[src/sgpr_pkg.sv]
/*
 * Constants and types of the indirect SGMII PCS register set.
 * Assumes a 21-bit indirect address space and 16-bit register words.
 */
package sgpr_pkg;

  localparam int AW = 21;
  localparam int DW = 16;

  // Indirect register addresses.
  localparam logic [AW-1:0] ADDR_STS = 21'h1f0001;
  localparam logic [AW-1:0] ADDR_ID_HI = 21'h1f0002;
  localparam logic [AW-1:0] ADDR_ID_LO = 21'h1f0003;
  localparam logic [AW-1:0] ADDR_ADV = 21'h1f0004;
  localparam logic [AW-1:0] ADDR_DIG = 21'h1f8000;
  localparam logic [AW-1:0] ADDR_CTL = 21'h1f8001;
  localparam logic [AW-1:0] ADDR_RES = 21'h1f8002;

  // Communication status word.
  localparam logic [9:0] STS_FIXED_HI = 10'h006;
  localparam int STS_FIXED_LSB = 6;
  localparam int STS_DONE_BIT = 5;
  localparam int STS_DET_BIT = 2;

  // Advertisement word: only the masked bits hold state.
  localparam logic [DW-1:0] ADV_MASK = 16'h31e0;
  localparam logic [DW-1:0] ADV_RST = 16'h0020;

  // Digital loop control word.
  localparam logic [DW-1:0] DIG_RST = 16'h2400;
  localparam int DIG_LOOP_BIT = 14;

  // Negotiation control word.
  localparam logic [DW-1:0] CTL_MASK = 16'h001f;
  localparam logic [DW-1:0] CTL_RST = 16'h0004;
  localparam int CTL_INTEN_BIT = 0;
  localparam int CTL_MODE_LSB = 1;
  localparam int CTL_ROLE_BIT = 3;
  localparam int CTL_LINK_BIT = 4;

  // Negotiation result word.
  localparam int RES_LINK_BIT = 4;
  localparam int RES_SPD_LSB = 2;
  localparam int RES_DUP_BIT = 1;

  // Speed codes and the single legal PCS mode.
  localparam logic [1:0] SPD_10 = 2'h0;
  localparam logic [1:0] SPD_100 = 2'h1;
  localparam logic [1:0] SPD_1000 = 2'h2;
  localparam logic [1:0] PCS_SGMII = 2'h2;

  typedef enum logic [2:0] {
    SEL_NONE, SEL_STS, SEL_ID_HI, SEL_ID_LO, SEL_ADV, SEL_DIG, SEL_CTL, SEL_RES
  } sgpr_sel_t;

  // Negotiation progress, Gray coded along idle, detected, complete.
  typedef enum logic [1:0] {
    TRK_IDLE = 2'h0,
    TRK_SEEN = 2'h1,
    TRK_DONE = 2'h3
  } sgpr_trk_t;

endpackage : sgpr_pkg

[src/sgpr_sts_if.sv]
/*
 * Carrier between the register front end and the negotiation tracker.
 * Assumes both ends run on the same clock.
 */
`timescale 1ns/1ns
interface sgpr_sts_if;
  logic cw_seen;
  logic ack_seen;
  logic sync_lost;
  logic res_valid;
  logic res_link;
  logic [1:0] res_speed;
  logic res_duplex;
  logic detect;
  logic complete;
  logic part_link;
  logic [1:0] part_speed;
  logic part_duplex;

  modport trk (
    input cw_seen, ack_seen, sync_lost, res_valid, res_link, res_speed, res_duplex,
    output detect, complete, part_link, part_speed, part_duplex
  );
  modport regs (
    output cw_seen, ack_seen, sync_lost, res_valid, res_link, res_speed, res_duplex,
    input detect, complete, part_link, part_speed, part_duplex
  );
endinterface : sgpr_sts_if
[src/sgpr_regs.sv]
/*
 * Indirect SGMII PCS register set of one external MAC port.
 * Assumes the port portal turns software access into single-cycle
 * read and write strobes on ref_clk, and that PCS events come from
 * logic on the same clock.
 */
`timescale 1ns/1ns
module sgpr_regs #(
  // Arbitrary identification values.
  parameter logic [15:0] ID_HI = 16'h0a5c,
  parameter logic [15:0] ID_LO = 16'h3e10
) (
  input wire logic ref_clk,
  input wire logic nrst,
  input wire logic ce,
  input wire logic [20:0] acc_addr,
  input wire logic [15:0] acc_wdata,
  input wire logic acc_wr,
  input wire logic acc_rd,
  output logic [15:0] acc_rdata,
  output logic acc_rvalid,
  input wire logic pcs_cw_seen,
  input wire logic pcs_ack_seen,
  input wire logic pcs_sync_lost,
  input wire logic pcs_res_valid,
  input wire logic pcs_res_link,
  input wire logic [1:0] pcs_res_speed,
  input wire logic pcs_res_duplex,
  output logic loopback_en,
  output logic role_phy_side,
  output logic link_up_force,
  output logic [1:0] pcs_mode,
  output logic an_done_int
);

  ////////////////////////////////////////////////////////////////////////////

  typedef struct packed {
    logic [15:0] adv;
    logic [15:0] dig;
    logic [15:0] ctl;
    logic [15:0] rdata;
    logic rvalid;
    logic intr;
  } sgpr_state_t;

  sgpr_state_t r;
  sgpr_state_t next_r;

  sgpr_sts_if sts ();

  ////////////////////////////////////////////////////////////////////////////

  // Full 21-bit compare, so aliases of the map answer as unmapped.
  function automatic sgpr_pkg::sgpr_sel_t sgpr_decode(input logic [20:0] a);
    sgpr_pkg::sgpr_sel_t s;
    s = sgpr_pkg::SEL_NONE;
    case (a)
      sgpr_pkg::ADDR_STS: s = sgpr_pkg::SEL_STS;
      sgpr_pkg::ADDR_ID_HI: s = sgpr_pkg::SEL_ID_HI;
      sgpr_pkg::ADDR_ID_LO: s = sgpr_pkg::SEL_ID_LO;
      sgpr_pkg::ADDR_ADV: s = sgpr_pkg::SEL_ADV;
      sgpr_pkg::ADDR_DIG: s = sgpr_pkg::SEL_DIG;
      sgpr_pkg::ADDR_CTL: s = sgpr_pkg::SEL_CTL;
      sgpr_pkg::ADDR_RES: s = sgpr_pkg::SEL_RES;
      default: s = sgpr_pkg::SEL_NONE;
    endcase
    return s;
  endfunction : sgpr_decode

  // Status word carries the fixed high field and partner codeword activity: detect and complete from the tracker.
  function automatic logic [15:0] sgpr_sts_word(input logic det, input logic done);
    logic [15:0] w;
    w = '0;
    w[15:sgpr_pkg::STS_FIXED_LSB] = sgpr_pkg::STS_FIXED_HI;
    w[sgpr_pkg::STS_DONE_BIT] = done;
    w[sgpr_pkg::STS_DET_BIT] = det;
    return w;
  endfunction : sgpr_sts_word

  function automatic logic [15:0] sgpr_res_word(
    input logic lnk,
    input logic [1:0] spd,
    input logic dup
  );
    logic [15:0] w;
    w = '0;
    w[sgpr_pkg::RES_LINK_BIT] = lnk;
    w[sgpr_pkg::RES_SPD_LSB +: 2] = spd;
    w[sgpr_pkg::RES_DUP_BIT] = dup;
    return w;
  endfunction : sgpr_res_word

  ////////////////////////////////////////////////////////////////////////////

  assign sts.cw_seen = pcs_cw_seen;
  assign sts.ack_seen = pcs_ack_seen;
  assign sts.sync_lost = pcs_sync_lost;
  assign sts.res_valid = pcs_res_valid;
  assign sts.res_link = pcs_res_link;
  assign sts.res_speed = pcs_res_speed;
  assign sts.res_duplex = pcs_res_duplex;

  sgpr_status_track u_track (
    .ref_clk(ref_clk),
    .nrst(nrst),
    .ce(ce),
    .sts(sts)
  );

  ////////////////////////////////////////////////////////////////////////////

  logic [15:0] rd_word;
  sgpr_pkg::sgpr_sel_t rd_sel;
  sgpr_pkg::sgpr_sel_t wr_sel;

  assign rd_sel = sgpr_decode(acc_addr);
  assign wr_sel = sgpr_decode(acc_addr);

  // Unmapped reads return zero; the read still completes.
  always_comb begin
    rd_word = '0;
    case (rd_sel)
      sgpr_pkg::SEL_STS: begin
        rd_word = sgpr_sts_word(sts.detect, sts.complete);
      end
      sgpr_pkg::SEL_ID_HI: begin
        rd_word = ID_HI;
      end
      sgpr_pkg::SEL_ID_LO: begin
        rd_word = ID_LO;
      end
      sgpr_pkg::SEL_ADV: begin
        rd_word = r.adv;
      end
      sgpr_pkg::SEL_DIG: begin
        rd_word = r.dig;
      end
      sgpr_pkg::SEL_CTL: begin
        rd_word = r.ctl;
      end
      sgpr_pkg::SEL_RES: begin
        rd_word = sgpr_res_word(sts.part_link, sts.part_speed, sts.part_duplex);
      end
      default: begin
        rd_word = '0;
      end
    endcase
  end

  ////////////////////////////////////////////////////////////////////////////

  // Read data shows the value before a write in the same cycle.
  always_comb begin
    next_r = r;
    next_r.rvalid = acc_rd;
    if (acc_rd) begin
      next_r.rdata = rd_word;
    end
    if (acc_wr) begin
      case (wr_sel)
        sgpr_pkg::SEL_ADV: begin
          next_r.adv = acc_wdata & sgpr_pkg::ADV_MASK;
        end
        sgpr_pkg::SEL_DIG: begin
          next_r.dig = acc_wdata;
        end
        sgpr_pkg::SEL_CTL: begin
          next_r.ctl = acc_wdata & sgpr_pkg::CTL_MASK;
        end
        default: begin
          next_r.adv = r.adv;
        end
      endcase
    end
    // The level follows the enable, so a completed negotiation
    // with the enable turned on later still raises it.
    next_r.intr = r.ctl[sgpr_pkg::CTL_INTEN_BIT] & sts.complete;
  end

  always_ff @(posedge ref_clk or negedge nrst) begin
    if (!nrst) begin
      r <= '{
        adv: sgpr_pkg::ADV_RST,
        dig: sgpr_pkg::DIG_RST,
        ctl: sgpr_pkg::CTL_RST,
        rdata: 16'h0000,
        rvalid: 1'b0,
        intr: 1'b0
      };
    end else if (ce) begin
      r <= next_r;
    end
  end

  ////////////////////////////////////////////////////////////////////////////

  // Mode codes other than SGMII are passed through unchanged; the
  // PCS is expected to treat them as reserved.
  assign acc_rdata = r.rdata;
  assign acc_rvalid = r.rvalid;
  assign loopback_en = r.dig[sgpr_pkg::DIG_LOOP_BIT];
  assign role_phy_side = r.ctl[sgpr_pkg::CTL_ROLE_BIT];
  assign link_up_force = r.ctl[sgpr_pkg::CTL_LINK_BIT];
  assign pcs_mode = r.ctl[sgpr_pkg::CTL_MODE_LSB +: 2];
  assign an_done_int = r.intr;

endmodule : sgpr_regs

[src/sgpr_status_track.sv]
/*
 * Tracks codeword exchange with the partner and holds its result.
 * Assumes event inputs are one-cycle pulses from PCS logic on ref_clk.
 */
`timescale 1ns/1ns
module sgpr_status_track (
  input wire logic ref_clk,
  input wire logic nrst,
  input wire logic ce,
  sgpr_sts_if.trk sts
);

  typedef struct packed {
    sgpr_pkg::sgpr_trk_t st;
    logic link;
    logic [1:0] speed;
    logic duplex;
  } sgpr_trk_state_t;

  sgpr_trk_state_t r;
  sgpr_trk_state_t next_r;

  ////////////////////////////////////////////////////////////////////////////

  // A codeword arriving with a loss of sync wins, so no exchange is missed.
  always_comb begin
    next_r = r;
    if (sts.sync_lost) begin
      next_r.st = sgpr_pkg::TRK_IDLE;
      next_r.link = 1'b0;
    end
    case (r.st)
      sgpr_pkg::TRK_IDLE: begin
        if (sts.ack_seen) begin
          next_r.st = sgpr_pkg::TRK_DONE;
        end else if (sts.cw_seen) begin
          next_r.st = sgpr_pkg::TRK_SEEN;
        end
      end
      sgpr_pkg::TRK_SEEN: begin
        if (sts.ack_seen) begin
          next_r.st = sgpr_pkg::TRK_DONE;
        end else if (sts.cw_seen) begin
          next_r.st = sgpr_pkg::TRK_SEEN;
        end
      end
      sgpr_pkg::TRK_DONE: begin
        if (sts.ack_seen) begin
          next_r.st = sgpr_pkg::TRK_DONE;
        end else if (sts.cw_seen) begin
          next_r.st = sgpr_pkg::TRK_SEEN;
        end
      end
      default: begin
        next_r.st = sgpr_pkg::TRK_IDLE;
      end
    endcase
    if (sts.res_valid) begin
      next_r.link = sts.res_link;
      next_r.speed = sts.res_speed;
      next_r.duplex = sts.res_duplex;
    end
  end

  always_ff @(posedge ref_clk or negedge nrst) begin
    if (!nrst) begin
      r <= '{st: sgpr_pkg::TRK_IDLE, link: 1'b0, speed: sgpr_pkg::SPD_10, duplex: 1'b0};
    end else if (ce) begin
      r <= next_r;
    end
  end

  ////////////////////////////////////////////////////////////////////////////

  assign sts.detect = (r.st != sgpr_pkg::TRK_IDLE);
  assign sts.complete = (r.st == sgpr_pkg::TRK_DONE);
  assign sts.part_link = r.link;
  assign sts.part_speed = r.speed;
  assign sts.part_duplex = r.duplex;

endmodule : sgpr_status_track

[config.mk]
export PLATFORM = sky130hd
export DESIGN_NAME = sgpr_regs
export DESIGN_NICKNAME = d
export VERILOG_FILES = /design/src/sgpr_pkg.sv /design/src/sgpr_sts_if.sv /design/src/sgpr_regs.sv /design/src/sgpr_status_track.sv
export SDC_FILE = /design/constraint.sdc
export NUM_CORES = 1
export LEC_CHECK = 0
export BUFFER_PORTS_ARGS = -buffer_cell sky130_fd_sc_hd__buf_2
export CAP_MARGIN = 10
export CORE_AREA = 2 2 101 64
export CTS_CLUSTER_SIZE = 28
export DETAILED_ROUTE_END_ITERATION = 7
export DIE_AREA = 0 0 103 66
export PLACE_DENSITY = 0.83
export SLEW_MARGIN = 10
export SYNTH_ARGS = -nofsm -noshare
export SYNTH_HDL_FRONTEND = slang
export SYNTH_SLANG_ARGS = --single-unit
export TNS_END_PERCENT = 1
[constraint.sdc]
create_clock -name ref_clk -period 1.16 [get_ports ref_clk]
set_clock_uncertainty 0.1 [all_clocks]
set_input_delay 0.058 -clock ref_clk [delete_from_list [all_inputs] [get_ports ref_clk]]
set_output_delay 0.058 -clock ref_clk [all_outputs]
set_load 0.005 [all_outputs]
======== Word level (Yosys, flattened, before mapping) ========
Index checks and enable logic that the tools add are counted.
cells by class
  equal/unequal tests ..................... 17
  multiplexer cells ....................... 7
  bitwise logic cells ..................... 1
  reductions and logical operators ........ 11
operator list
  kind                    count
  $eq A21 B21 Y1 const B  7
  $pmux W16 S7            1
  $pmux W3 S7             1
  $eq A3 B3 Y1 const B    4
  $reduce_and A3 Y1       3
  $reduce_and A2 Y1       4
  $eq A3 B2 Y1 const B    2
  $mux W2                 3
  $mux W4                 1
  $ne A4 B1 Y1 const B    1
  $reduce_bool A2 Y1      2
  $eq A3 B1 Y1 const B    1
  $mux W3                 1
  $reduce_or A3 Y1        1
  $eq A2 B1 Y1 const B    1
  $eq A2 B2 Y1 const B    1
  $logic_not A2 Y1        1
  $and A1 B1 Y1           1
storage, ports and cells
  register bits ........................... 51
  bits of input ports ..................... 50
  output and inout bits ................... 23

======== Longest topological paths before layout ========
Gate-level depths: netlist (run 1).
  depth after elaboration ................. 4
  depth in mapped cells ................... 8

======== By module ========
From an unflattened synthesis (run 1), not the netlist that was laid out.
unflattened totals
  cells, all modules ...................... 232
  area, all modules ....................... 2,622.5 µm²
modules (own cells, without submodules)
  module             instances  cells each  area an instance (µm²)
  sgpr_regs          1          208         2,332.2
  sgpr_status_track  1          24          290.3

======== Least setup slack after synthesis (run 1) ========
No wires, ideal clock.
  path kind ............................... input-to-reg
  start ................................... in acc_addr[10]
  end ..................................... reg r (netlist bit loopback_en)
  library setup time ...................... 125 ps
  data arrival time ....................... 1,936 ps
  required time ........................... 935 ps
  slack ................................... -1,001 ps
  cell stages on the path ................. 8
  buffers on the path ..................... 3
  cell sequence ........................... nand4b_1 or4_1 buf_2 or2_4 or3_1 buf_6 buf_12 mux2_4
between the ends
  cells in the longest elaborated chain, start to end .. 4
  elaborated cells on any way between the ends .. 10
RTL lines
  what                           line              source
  start, declared                sgpr_regs.sv:16   input wire logic [20:0] acc_addr,
  $eq A21 B21 Y1                 sgpr_regs.sv:58   case (a)
  $pmux W3 S7 *                  sgpr_regs.sv:58
  $eq A3 B3 Y1 *                 sgpr_regs.sv:161  case (wr_sel)
  $reduce_and A3 Y1 (no line) *  --
  end signal, assigned           sgpr_regs.sv:183  r <= '{
  end signal, assigned           sgpr_regs.sv:192  r <= next_r;
  end, declared                  sgpr_regs.sv:47   sgpr_state_t r;
Mark *: on every way between the ends. The rest lies on a longest branch, timed or not.
A chain may end at the register's enable or synchronous reset.

======== Final worst setup path (run 1) ========
  start ................................... in acc_addr[10]
  end ..................................... reg r[56] (netlist name)
Same word-level chain as after synthesis.

==> results of run 1 <==
## per-layer routing
metal / wire (microns) / vias to the layer above / track usage [%]
met5: 0 / - / 0
met4: 96 / 0 / 6.25
met3: 537 / 12 / 5.50
met2: 3090 / 90 / 33.0
met1: 3200 / 1062 / 28.1
li1: - / 1066 / -
## flip-flops by register name (all words and copies together), names as in the netlist
name                     count
pcs_mode                     2
u_track.sts.part_link        1
u_track.r                    2
u_track.sts.part_duplex      1
acc_rdata                   16
role_phy_side                1
u_track.sts.part_speed       2
an_done_int                  1
acc_rvalid                   1
link_up_force                1
loopback_en                  1
r                           22
## worst min path at each step
stage	slack, ns	cells after the start	to
after floorplan	-0.34	0	acc_rdata[0]
after global placement	-0.04	2	r[37]
after detailed placement	-0.03	2	r[35]
after CTS	0.0009	4	u_track.r[4]
after global routing	0.04	4	u_track.r[4]
final	-0.002	4	u_track.r[4]
## cell usage after synthesis (2+ instances only)
cell	n	area (sq um)
sky130_fd_sc_hd__a21oi_1	6	30.0
sky130_fd_sc_hd__a221oi_1	3	26.3
sky130_fd_sc_hd__a31oi_1	5	31.3
sky130_fd_sc_hd__a32o_1	4	40.0
sky130_fd_sc_hd__a32oi_1	2	17.5
sky130_fd_sc_hd__buf_4	18	135
sky130_fd_sc_hd__clkbuf_1	8	30.0
sky130_fd_sc_hd__dfrtp_1	47	1180
sky130_fd_sc_hd__dfstp_2	4	105
sky130_fd_sc_hd__inv_1	7	26.3
sky130_fd_sc_hd__mux2_2	22	248
sky130_fd_sc_hd__mux2_4	10	150
sky130_fd_sc_hd__nand2_1	26	97.6
sky130_fd_sc_hd__nand3_1	11	55.1
sky130_fd_sc_hd__nand4_1	5	31.3
sky130_fd_sc_hd__nand4b_1	3	26.3
sky130_fd_sc_hd__nor2_1	20	75.1
sky130_fd_sc_hd__nor2b_1	3	18.8
sky130_fd_sc_hd__nor3_1	4	20.0
sky130_fd_sc_hd__nor4_1	3	18.8
sky130_fd_sc_hd__o2111ai_1	3	26.3
sky130_fd_sc_hd__o21ai_0	10	50.1
## power groups by stage
stage / sequential, mW / clock, mW / combinational (mW)
final: 1.90 / 1.13 / 0.510
after global routing: 1.91 / 1.21 / 0.560
after CTS: 1.90 / 1.14 / 0.499
after detailed placement: 1.94 / 0 / 0.430
after global placement: 1.93 / 0 / 0.418
after floorplan: 1.91 / 0 / 0.201
## worst min-delay path: stages
cell,delay [ns]
sky130_fd_sc_hd__buf_2,0.11
sky130_fd_sc_hd__nand2_1,0.06
sky130_fd_sc_hd__a211oi_1,0.07
sky130_fd_sc_hd__nor2_1,0.07
## kinds of logic (layout without fill, tap and decap cells)
logic type,Yosys count,after routing,share of synthesized area (%)
mux,33,33,15.8
compound gates,36,36,9.43
flops,51,51,49.5
buf+inv,36,150,8.81
simple gates,84,84,16.4
## repair_timing
item,4_1_cts,5_1_grt
hold endpoints to repair,84,0
resized for setup,20,7
pin swaps,4,5
buffers inserted,0,1
endpoints found under the setup margin,43,45
hold buffers,24,0
## cell type report
type	count	share of cell area [%]
sequential	51	35.4
multi-input combinational	153	31.9
timing repair buffer	135	26.3
tap	84	2.90
clock buffer	7	2.66
inverter	7	0.726
clock inverter	1	0.207
## stage by stage
step | power, mW | hold slack (ns) | setup WS (ns) | cells
after detailed placement | 2.37 | -0.0298 | -1.02 | 405
after floorplan | 2.11 | -0.338 | -0.998 | 240
final | 3.54 | -0.00195 | -0.604 | 438
after CTS | 3.54 | 0.000883 | -0.619 | 437
after global routing | 3.68 | 0.0443 | -0.642 | 438
after global placement | 2.35 | -0.0350 | -0.999 | 405
==> metrics list, run 1 <==
- Wire length of the first global-routing pass: around 11000 microns
- Worst R2R Setup Slack: -0.18 ns
* Part of the total power dissipated in combinational logic: roughly 14%
- Average routed wire per standard cell: 15.8 microns
- Core ar.: 5890 sq um
* Outcome: finished, violations left
* Nets@finish: 403
- The smallest clock period supported by the final layout is computed as between 1.5 and 2 ns.
- Setup TNS: -18.80 ns
* Global-route usage over all layers: a little over a fifth
- Critical Path Source: acc_addr[10]
- Summed over all nets, the half-perimeter wirelength after detailed placement is between 5000 and 6000 microns.
* Final design instance area without fill: 3620 sq um
- The most used flip-flop cell after synthesis is sky130_fd_sc_hd__dfrtp_1.
- The number of global-route vias before repair came to 2256.
- Leakage power summed over all cells: about 1.8 nW
- In the final layout, the multi-input gates occupy 1150 sq um.
* Critical path data arrival time: between 1.5 and 2 ns
- I/O pin total: 73
- Max-slew violation count: 0
* Switching part of the total power: about 25%
- STA puts the critical path data required time at ~1.3 ns.
- Synthesized Nets: 290
- Effective utilization at floorplan: around 44%
- Maximum resistive drop on vdd: around 0.00060 V
* Share of async-settable or async-resettable flops after synthesis: 100%
- Cell internal power was estimated by the tool at 2.65 mW.
- The count of buffers added on input and output ports is 72.
* Latest clock arrival within the worst-skew pair: 0.30 ns
- RSZ-0062 raised after global routing: yes
- Number of clock sinks: between 50 and 60
- Total wire length: between 6000 and 7000 microns
- Avg Vias per Cell: 5.09
- Yosys printed 0 warnings.
* Synth Cell Area: 2590 sq um
- H-tree depth: 2
- After technology mapping, the gate count stands at 240.
- Clock tree synthesis selected as its root buffer the cell sky130_fd_sc_hd__clkbuf_8.
- Number of design rule violations left after detail routing: 0
- Cells with a size suffix above 1 make up ~48% of the layout.
- The path class of the tightest hold or removal check is in2reg.
- Starting DRT DRC Count: about 170
* Worst-case headroom to the max-slew limit: around 75%
- Row Count: 22
- Entering global routing, the biggest net connects 52 pins.
- Area Overhead vs Synth: 40.0%
* Total clock buffers created by CTS: 5
* Min Hold Slack: -0.00195 ns
- Summed over all nets, the switching power comes to ~0.9 mW.
- Power per cell area: between 900 and 1000 nW/um^2
- Chip Width: 103 microns
- The number of hold-slack violations in the final timing report was 1.
- The initial antenna violation count is 0.
* Core utilization of the finished layout: 61.5%
- Summing all placed instances gives a cell area of 3160 sq um.
- For the pin with the worst max-slew slack, the measured transition is between 0.3 and 0.4 ns.
- Number of buffers on the longest clock path: 2
- Clock tree from TritonCTS: yes
- Crit path depth: 7
- Number of flops mapped to enable cells by yosys: 0
* Top cell by count, worst path: sky130_fd_sc_hd__buf_6
* Worst r2r src: u_track.sts.part_link
* Total grt overflow: 0
* Critical path endpoint category: flop
* Timing endpoint of the critical path: r[56]
- Sort of element at the start of the critical path: input port
- Setup violations remaining at the end of the flow were counted as 43.
- Derived from the worst setup path, the maximum achievable clock frequency is 567 MHz.
- Mean Syn Cell Area: around 11 sq um
* Length in cells of the worst reg-to-reg path: 5
- From bottom edge to top edge, the die measures 66 microns.
* Final RePlAce weighted congestion: around 0.95
* Most common cell after layout, fill and taps aside: sky130_fd_sc_hd__buf_2
- The share of total power dissipated in the clock network is 31.8%.
- On the worst path, the slowest cell contributes a delay of ~0.45 ns.
- DR vias: 2230
- Final setup margin: -0.604 ns
* Flops & latches, synth: about 50
- In this run the critical register-to-register path is captured at acc_rdata[4].
- Total of fill cells in the finished design: between 500 and 600
- The startpoint identified for the worst hold timing path is pcs_sync_lost.
- Storage cell area: roughly 1300 sq um
* Clock transition at path regs: around 0.090 ns
- Remaining antenna violation count: 0
- Family with the most delay on the worst path: simple AND/OR/NAND/NOR gates
- Of the synthesized area, sequential elements account for 49.5%.
- Crit-path cells: buf_6 -> nand4b_1 -> or4_4 -> or2_4 -> nor4_4 -> buf_6 -> mux2_2
- Count of inserted antenna diode cells: 0
* Post-synth cell types: 38
- Final worst-path cycle share: 152%
* Most frequent cells in the layout: sky130_fd_sc_hd__buf_2 (71), sky130_fd_sc_hd__dfrtp_1 (47), sky130_fd_sc_hd__buf_4 (32)
- Max-cap violation count: 0
* Sequential power share: 53.8%
- By startpoint and endpoint, the worst setup path is classified as in2reg.
- DRT Pass-1 Iters: 4
- Violated checks: hold timing, setup timing
* CP Buf/Inv Count: 2
- DIE AREA: ~7000 sq um
* Worst-path maximum fanout: 6
* Cell at the slowest stage of the critical path: sky130_fd_sc_hd__or4_4
Power figures use the tool's default switching activity.
==> run 2: changes to the inputs <==
--- a/config.mk
+++ b/config.mk
@@ -5,13 +5,14 @@
 export SDC_FILE = /design/constraint.sdc
 export NUM_CORES = 1
 export LEC_CHECK = 0
+export ABC_AREA = 1
 export BUFFER_PORTS_ARGS = -buffer_cell sky130_fd_sc_hd__buf_2
 export CAP_MARGIN = 10
-export CORE_AREA = 2 2 101 64
-export CTS_CLUSTER_SIZE = 28
+export CORE_AREA = 2 2 104 66
+export CTS_CLUSTER_SIZE = 40
 export DETAILED_ROUTE_END_ITERATION = 7
-export DIE_AREA = 0 0 103 66
-export PLACE_DENSITY = 0.83
+export DIE_AREA = 0 0 106 68
+export PLACE_DENSITY = 0.82
 export SLEW_MARGIN = 10
 export SYNTH_ARGS = -nofsm -noshare
 export SYNTH_HDL_FRONTEND = slang
==> run 2 against run 1 <==
  * The flow finishes with violations (setup timing)
  * Power down 1.3%
  * Clock-buffer cell count decreased by 1
  * Critical path type is now reg2out
  * Critical endpoint is now pcs_mode[1]
  * Maximum frequency grew 51%
  * Clock power rose by 14%
  * Synthesized cell count rose by 29%
  * Critical path depth shrank 6
  * Die area up 6.0%
  * Sequential power decreased by 3%
  * Cell count is 11% higher
==> metrics list, run 2 <==
* Outcome: finished, violations left
- The final reports fail on setup timing.
- For the worst setup path, the data required time is 1.00 ns.
* Minimum clock period after layout: roughly 1.2 ns
- The clock reaches the later pin of the worst-skew pair after roughly 0.31 ns.
- Buffers added to address setup during post-CTS repair amount to 0.
- Critical Path Source: pcs_mode[1]
* Mean Syn Cell Area: 8.87 sq um
- The die is ~110 microns wide.
* Number of clock sinks: just over 50
* Clock root buffer: sky130_fd_sc_hd__clkbuf_8
- Entering global routing, the biggest net connects 33 pins.
- Data arrives at the worst endpoint at between 1 and 1.5 ns.
- Final cell count without fillers: between 400 and 500
- After detailed placement, the total cell area comes to about 3200 sq um.
* Number of buffers on the longest clock path: 2
- TritonCTS built the clock tree.
* Number of design rule violations left after detail routing: 0
- Length in cells of the worst reg-to-reg path: 4
* Nets@finish: 450
- In this run the critical register-to-register path is launched from link_up_force.
- Leakage power summed over all cells: 1.88 nW
* Area Overhead vs Synth: 29.4%
- Synthesized Nets: approximately 360
- The number of hold-slack violations in the final timing report is 0.
- The floorplan step defined a die boundary enclosing about 7000 sq um.
- In the routed layout, each cell is associated on average with a via count of 4.84.
- Most frequently used flop master after synthesis: sky130_fd_sc_hd__dfrtp_1
* Critical path endpoint category: primary output
- Initial antenna violation count: 0
- Family with the most delay on the worst path: flip-flops
- After technology mapping, the gate count stands at 309.
* Share of cells above drive strength 1: between 30% and 40%
- The mapped netlist covers roughly 2700 sq um.
* Total of fill cells in the finished design: 576
- Power per cell area: 986 nW/um^2
* I/O pin total: 73
* Vert. Die Dim: about 70 microns
- The top cell type by area accounts for a little over two fifths of the synthesized area.
- CP Buf/Inv Count: 1
* Crit-path cells: buf_6
- Sequential elements use about 47% of the synthesized area.
- Max-slew violation count: 0
* Most common cell after layout, fill and taps aside: sky130_fd_sc_hd__nand2_1
- At the end of routability-driven placement, the weighted congestion stood at 0.917.
* H-tree depth: 2
- The number of global-route vias before repair was around 2.3k.
- Share of async-settable or async-resettable flops after synthesis: 100%
* Register with the most flip-flops: r
- Counting flops and latches in the post-synthesis netlist gives 51.
- Count of inserted antenna diode cells: 0
- For this run, the number of Yosys warnings is 0.
- Clock-pin slew was measured on the worst setup and hold paths at roughly 0.090 ns.
* DRT Pass-1 Iters: 4
- Top-count cell post-synth: sky130_fd_sc_hd__nand2_1
* Post-synthesis cell type with the largest combined area: sky130_fd_sc_hd__dfrtp_1
- In this run, the number of DRC markers left after iteration 0 of detailed routing was 162.
* Area contributors post-synth: sky130_fd_sc_hd__dfrtp_1 (43%), sky130_fd_sc_hd__nand2_1 (10%), sky130_fd_sc_hd__buf_4 (5.8%)
- Worst R2R Setup Slack: 0.04 ns
- Max-cap violation count: 0
* Endpoints failing setup: 1
- Worst Hold Depth: 3
* Core ar.: 6360 sq um
- Wire length of the first global-routing pass: between 10000 and 15000 microns
- Core utilization of the finished layout: a little under three fifths
* Average routed wire per standard cell: 13.3 microns
- In this run the number of cells on the critical path is 1.
* Number of flops mapped to enable cells by yosys: 0
- Setup TNS: -0.00656 ns
- Cell at the slowest stage of the critical path: sky130_fd_sc_hd__dfstp_2
* Least-Margin Pin Slew: 0.344 ns
- Final worst-path cycle share: 101%
- Flip-flop count of the largest register after layout: 22
- Max incr delay on CP: 0.59 ns
* Effective utilization at floorplan: approximately 43%
- The tightest min-delay check is of the in2reg type.
- Worst slack after detailed placement: -0.188 ns
- Type of the worst setup path: reg2out
* DP Cell Count: ~460
- Top post-synthesis cells by count: sky130_fd_sc_hd__nand2_1 (75), sky130_fd_sc_hd__dfrtp_1 (47), sky130_fd_sc_hd__inv_1 (26)
- Most frequent cells in the layout: sky130_fd_sc_hd__nand2_1 (74), sky130_fd_sc_hd__buf_2 (71), sky130_fd_sc_hd__dfrtp_1 (47)
- DR vias: roughly 2.4k
- After global routing the overflow that remains totals 0.
- Headroom to the max-slew limit came out at approximately 77%.
- Worst-path maximum fanout: 3
- The count of buffers added on input and output ports is 72.
- Timing would allow up to roughly 860 MHz.
* Post-synth cell types: 30
- Sort of element at the start of the critical path: flop
- Half-perimeter wire length after placement: about 5000 microns
- In this run the most critical hold path is launched from pcs_res_valid.
- The floorplan has 23 rows.
* Final design instance area without fill: 3550 sq um
- Counting the buffers created by CTS gives 5.
- Global-route usage over all layers: roughly 20%
- On the final layout, the worst hold slack is around 0.059 ns.
- The count of nets left with antenna violations once routing finished came out at 0.
- Setup repair after global routing could not meet its margin everywhere.
- Maximum resistive drop on vdd: roughly 0.0007 V
* Total wire length: 6470 microns
- Final setup margin: -0.00656 ns
* Post-layout total power: approximately 3.5 mW
-- run 2: power breakdown --
| part | internal (mW) | switching, mW |
|---|---|---|
| registers | 1.81 | 0.0265 |
| logic | 0.182 | 0.187 |
| clock network | 0.698 | 0.591 |
-- run 2: logic make-up (layout without fill, tap and decap cells) --
family	count (synthesis)	after routing	synth area share (%)
DFF	51	51	46.8
AOI/OAI and AO/OA	44	44	11.0
and+or+nand+nor	155	155	28.8
muxes	3	3	1.23
buffers and inverters	56	148	12.2
-- run 2: routing by layer --
| layer | vias to the layer above | track usage (%) | wire length, microns |
|---|---|---|---|
| li1 | 1185 | - | - |
| met1 | 1093 | 27.5 | 3120 |
| met2 | 76 | 32.7 | 2850 |
| met3 | 6 | 4.19 | 462 |
| met4 | 0 | 4.77 | 46 |
| met5 | - | 0 | 0 |
-- run 2: final cells by class --
| type | count | area, sq um | area share [%] |
|---|---|---|---|
| clock inverters | 2 | 35.0 | 0.988 |
| multi-input cells | 202 | 1150 | 32.5 |
| repair buffers | 114 | 790 | 22.3 |
| flip-flops and latches | 51 | 1280 | 36.1 |
| inverters | 26 | 97.6 | 2.75 |
| clock buffers | 6 | 82.6 | 2.33 |
| well taps | 87 | 109 | 3.07 |
-- run 2: final timing paths --
kind	endpoint
min in group asynchronous	r[35]
max in group asynchronous	pcs_mode[1]
hold reg to reg	acc_rdata[6]
setup reg to reg	acc_rdata[4]
setup / recovery	pcs_mode[1]
hold / removal	u_track.sts.part_link
-- run 2: timing repair --
action | CTS | global route
hold buffers | 23 | 0
endpoints found under the hold margin | 80 | 0
resized for setup | 1 | 8
setup endpoints to repair | 2 | 6
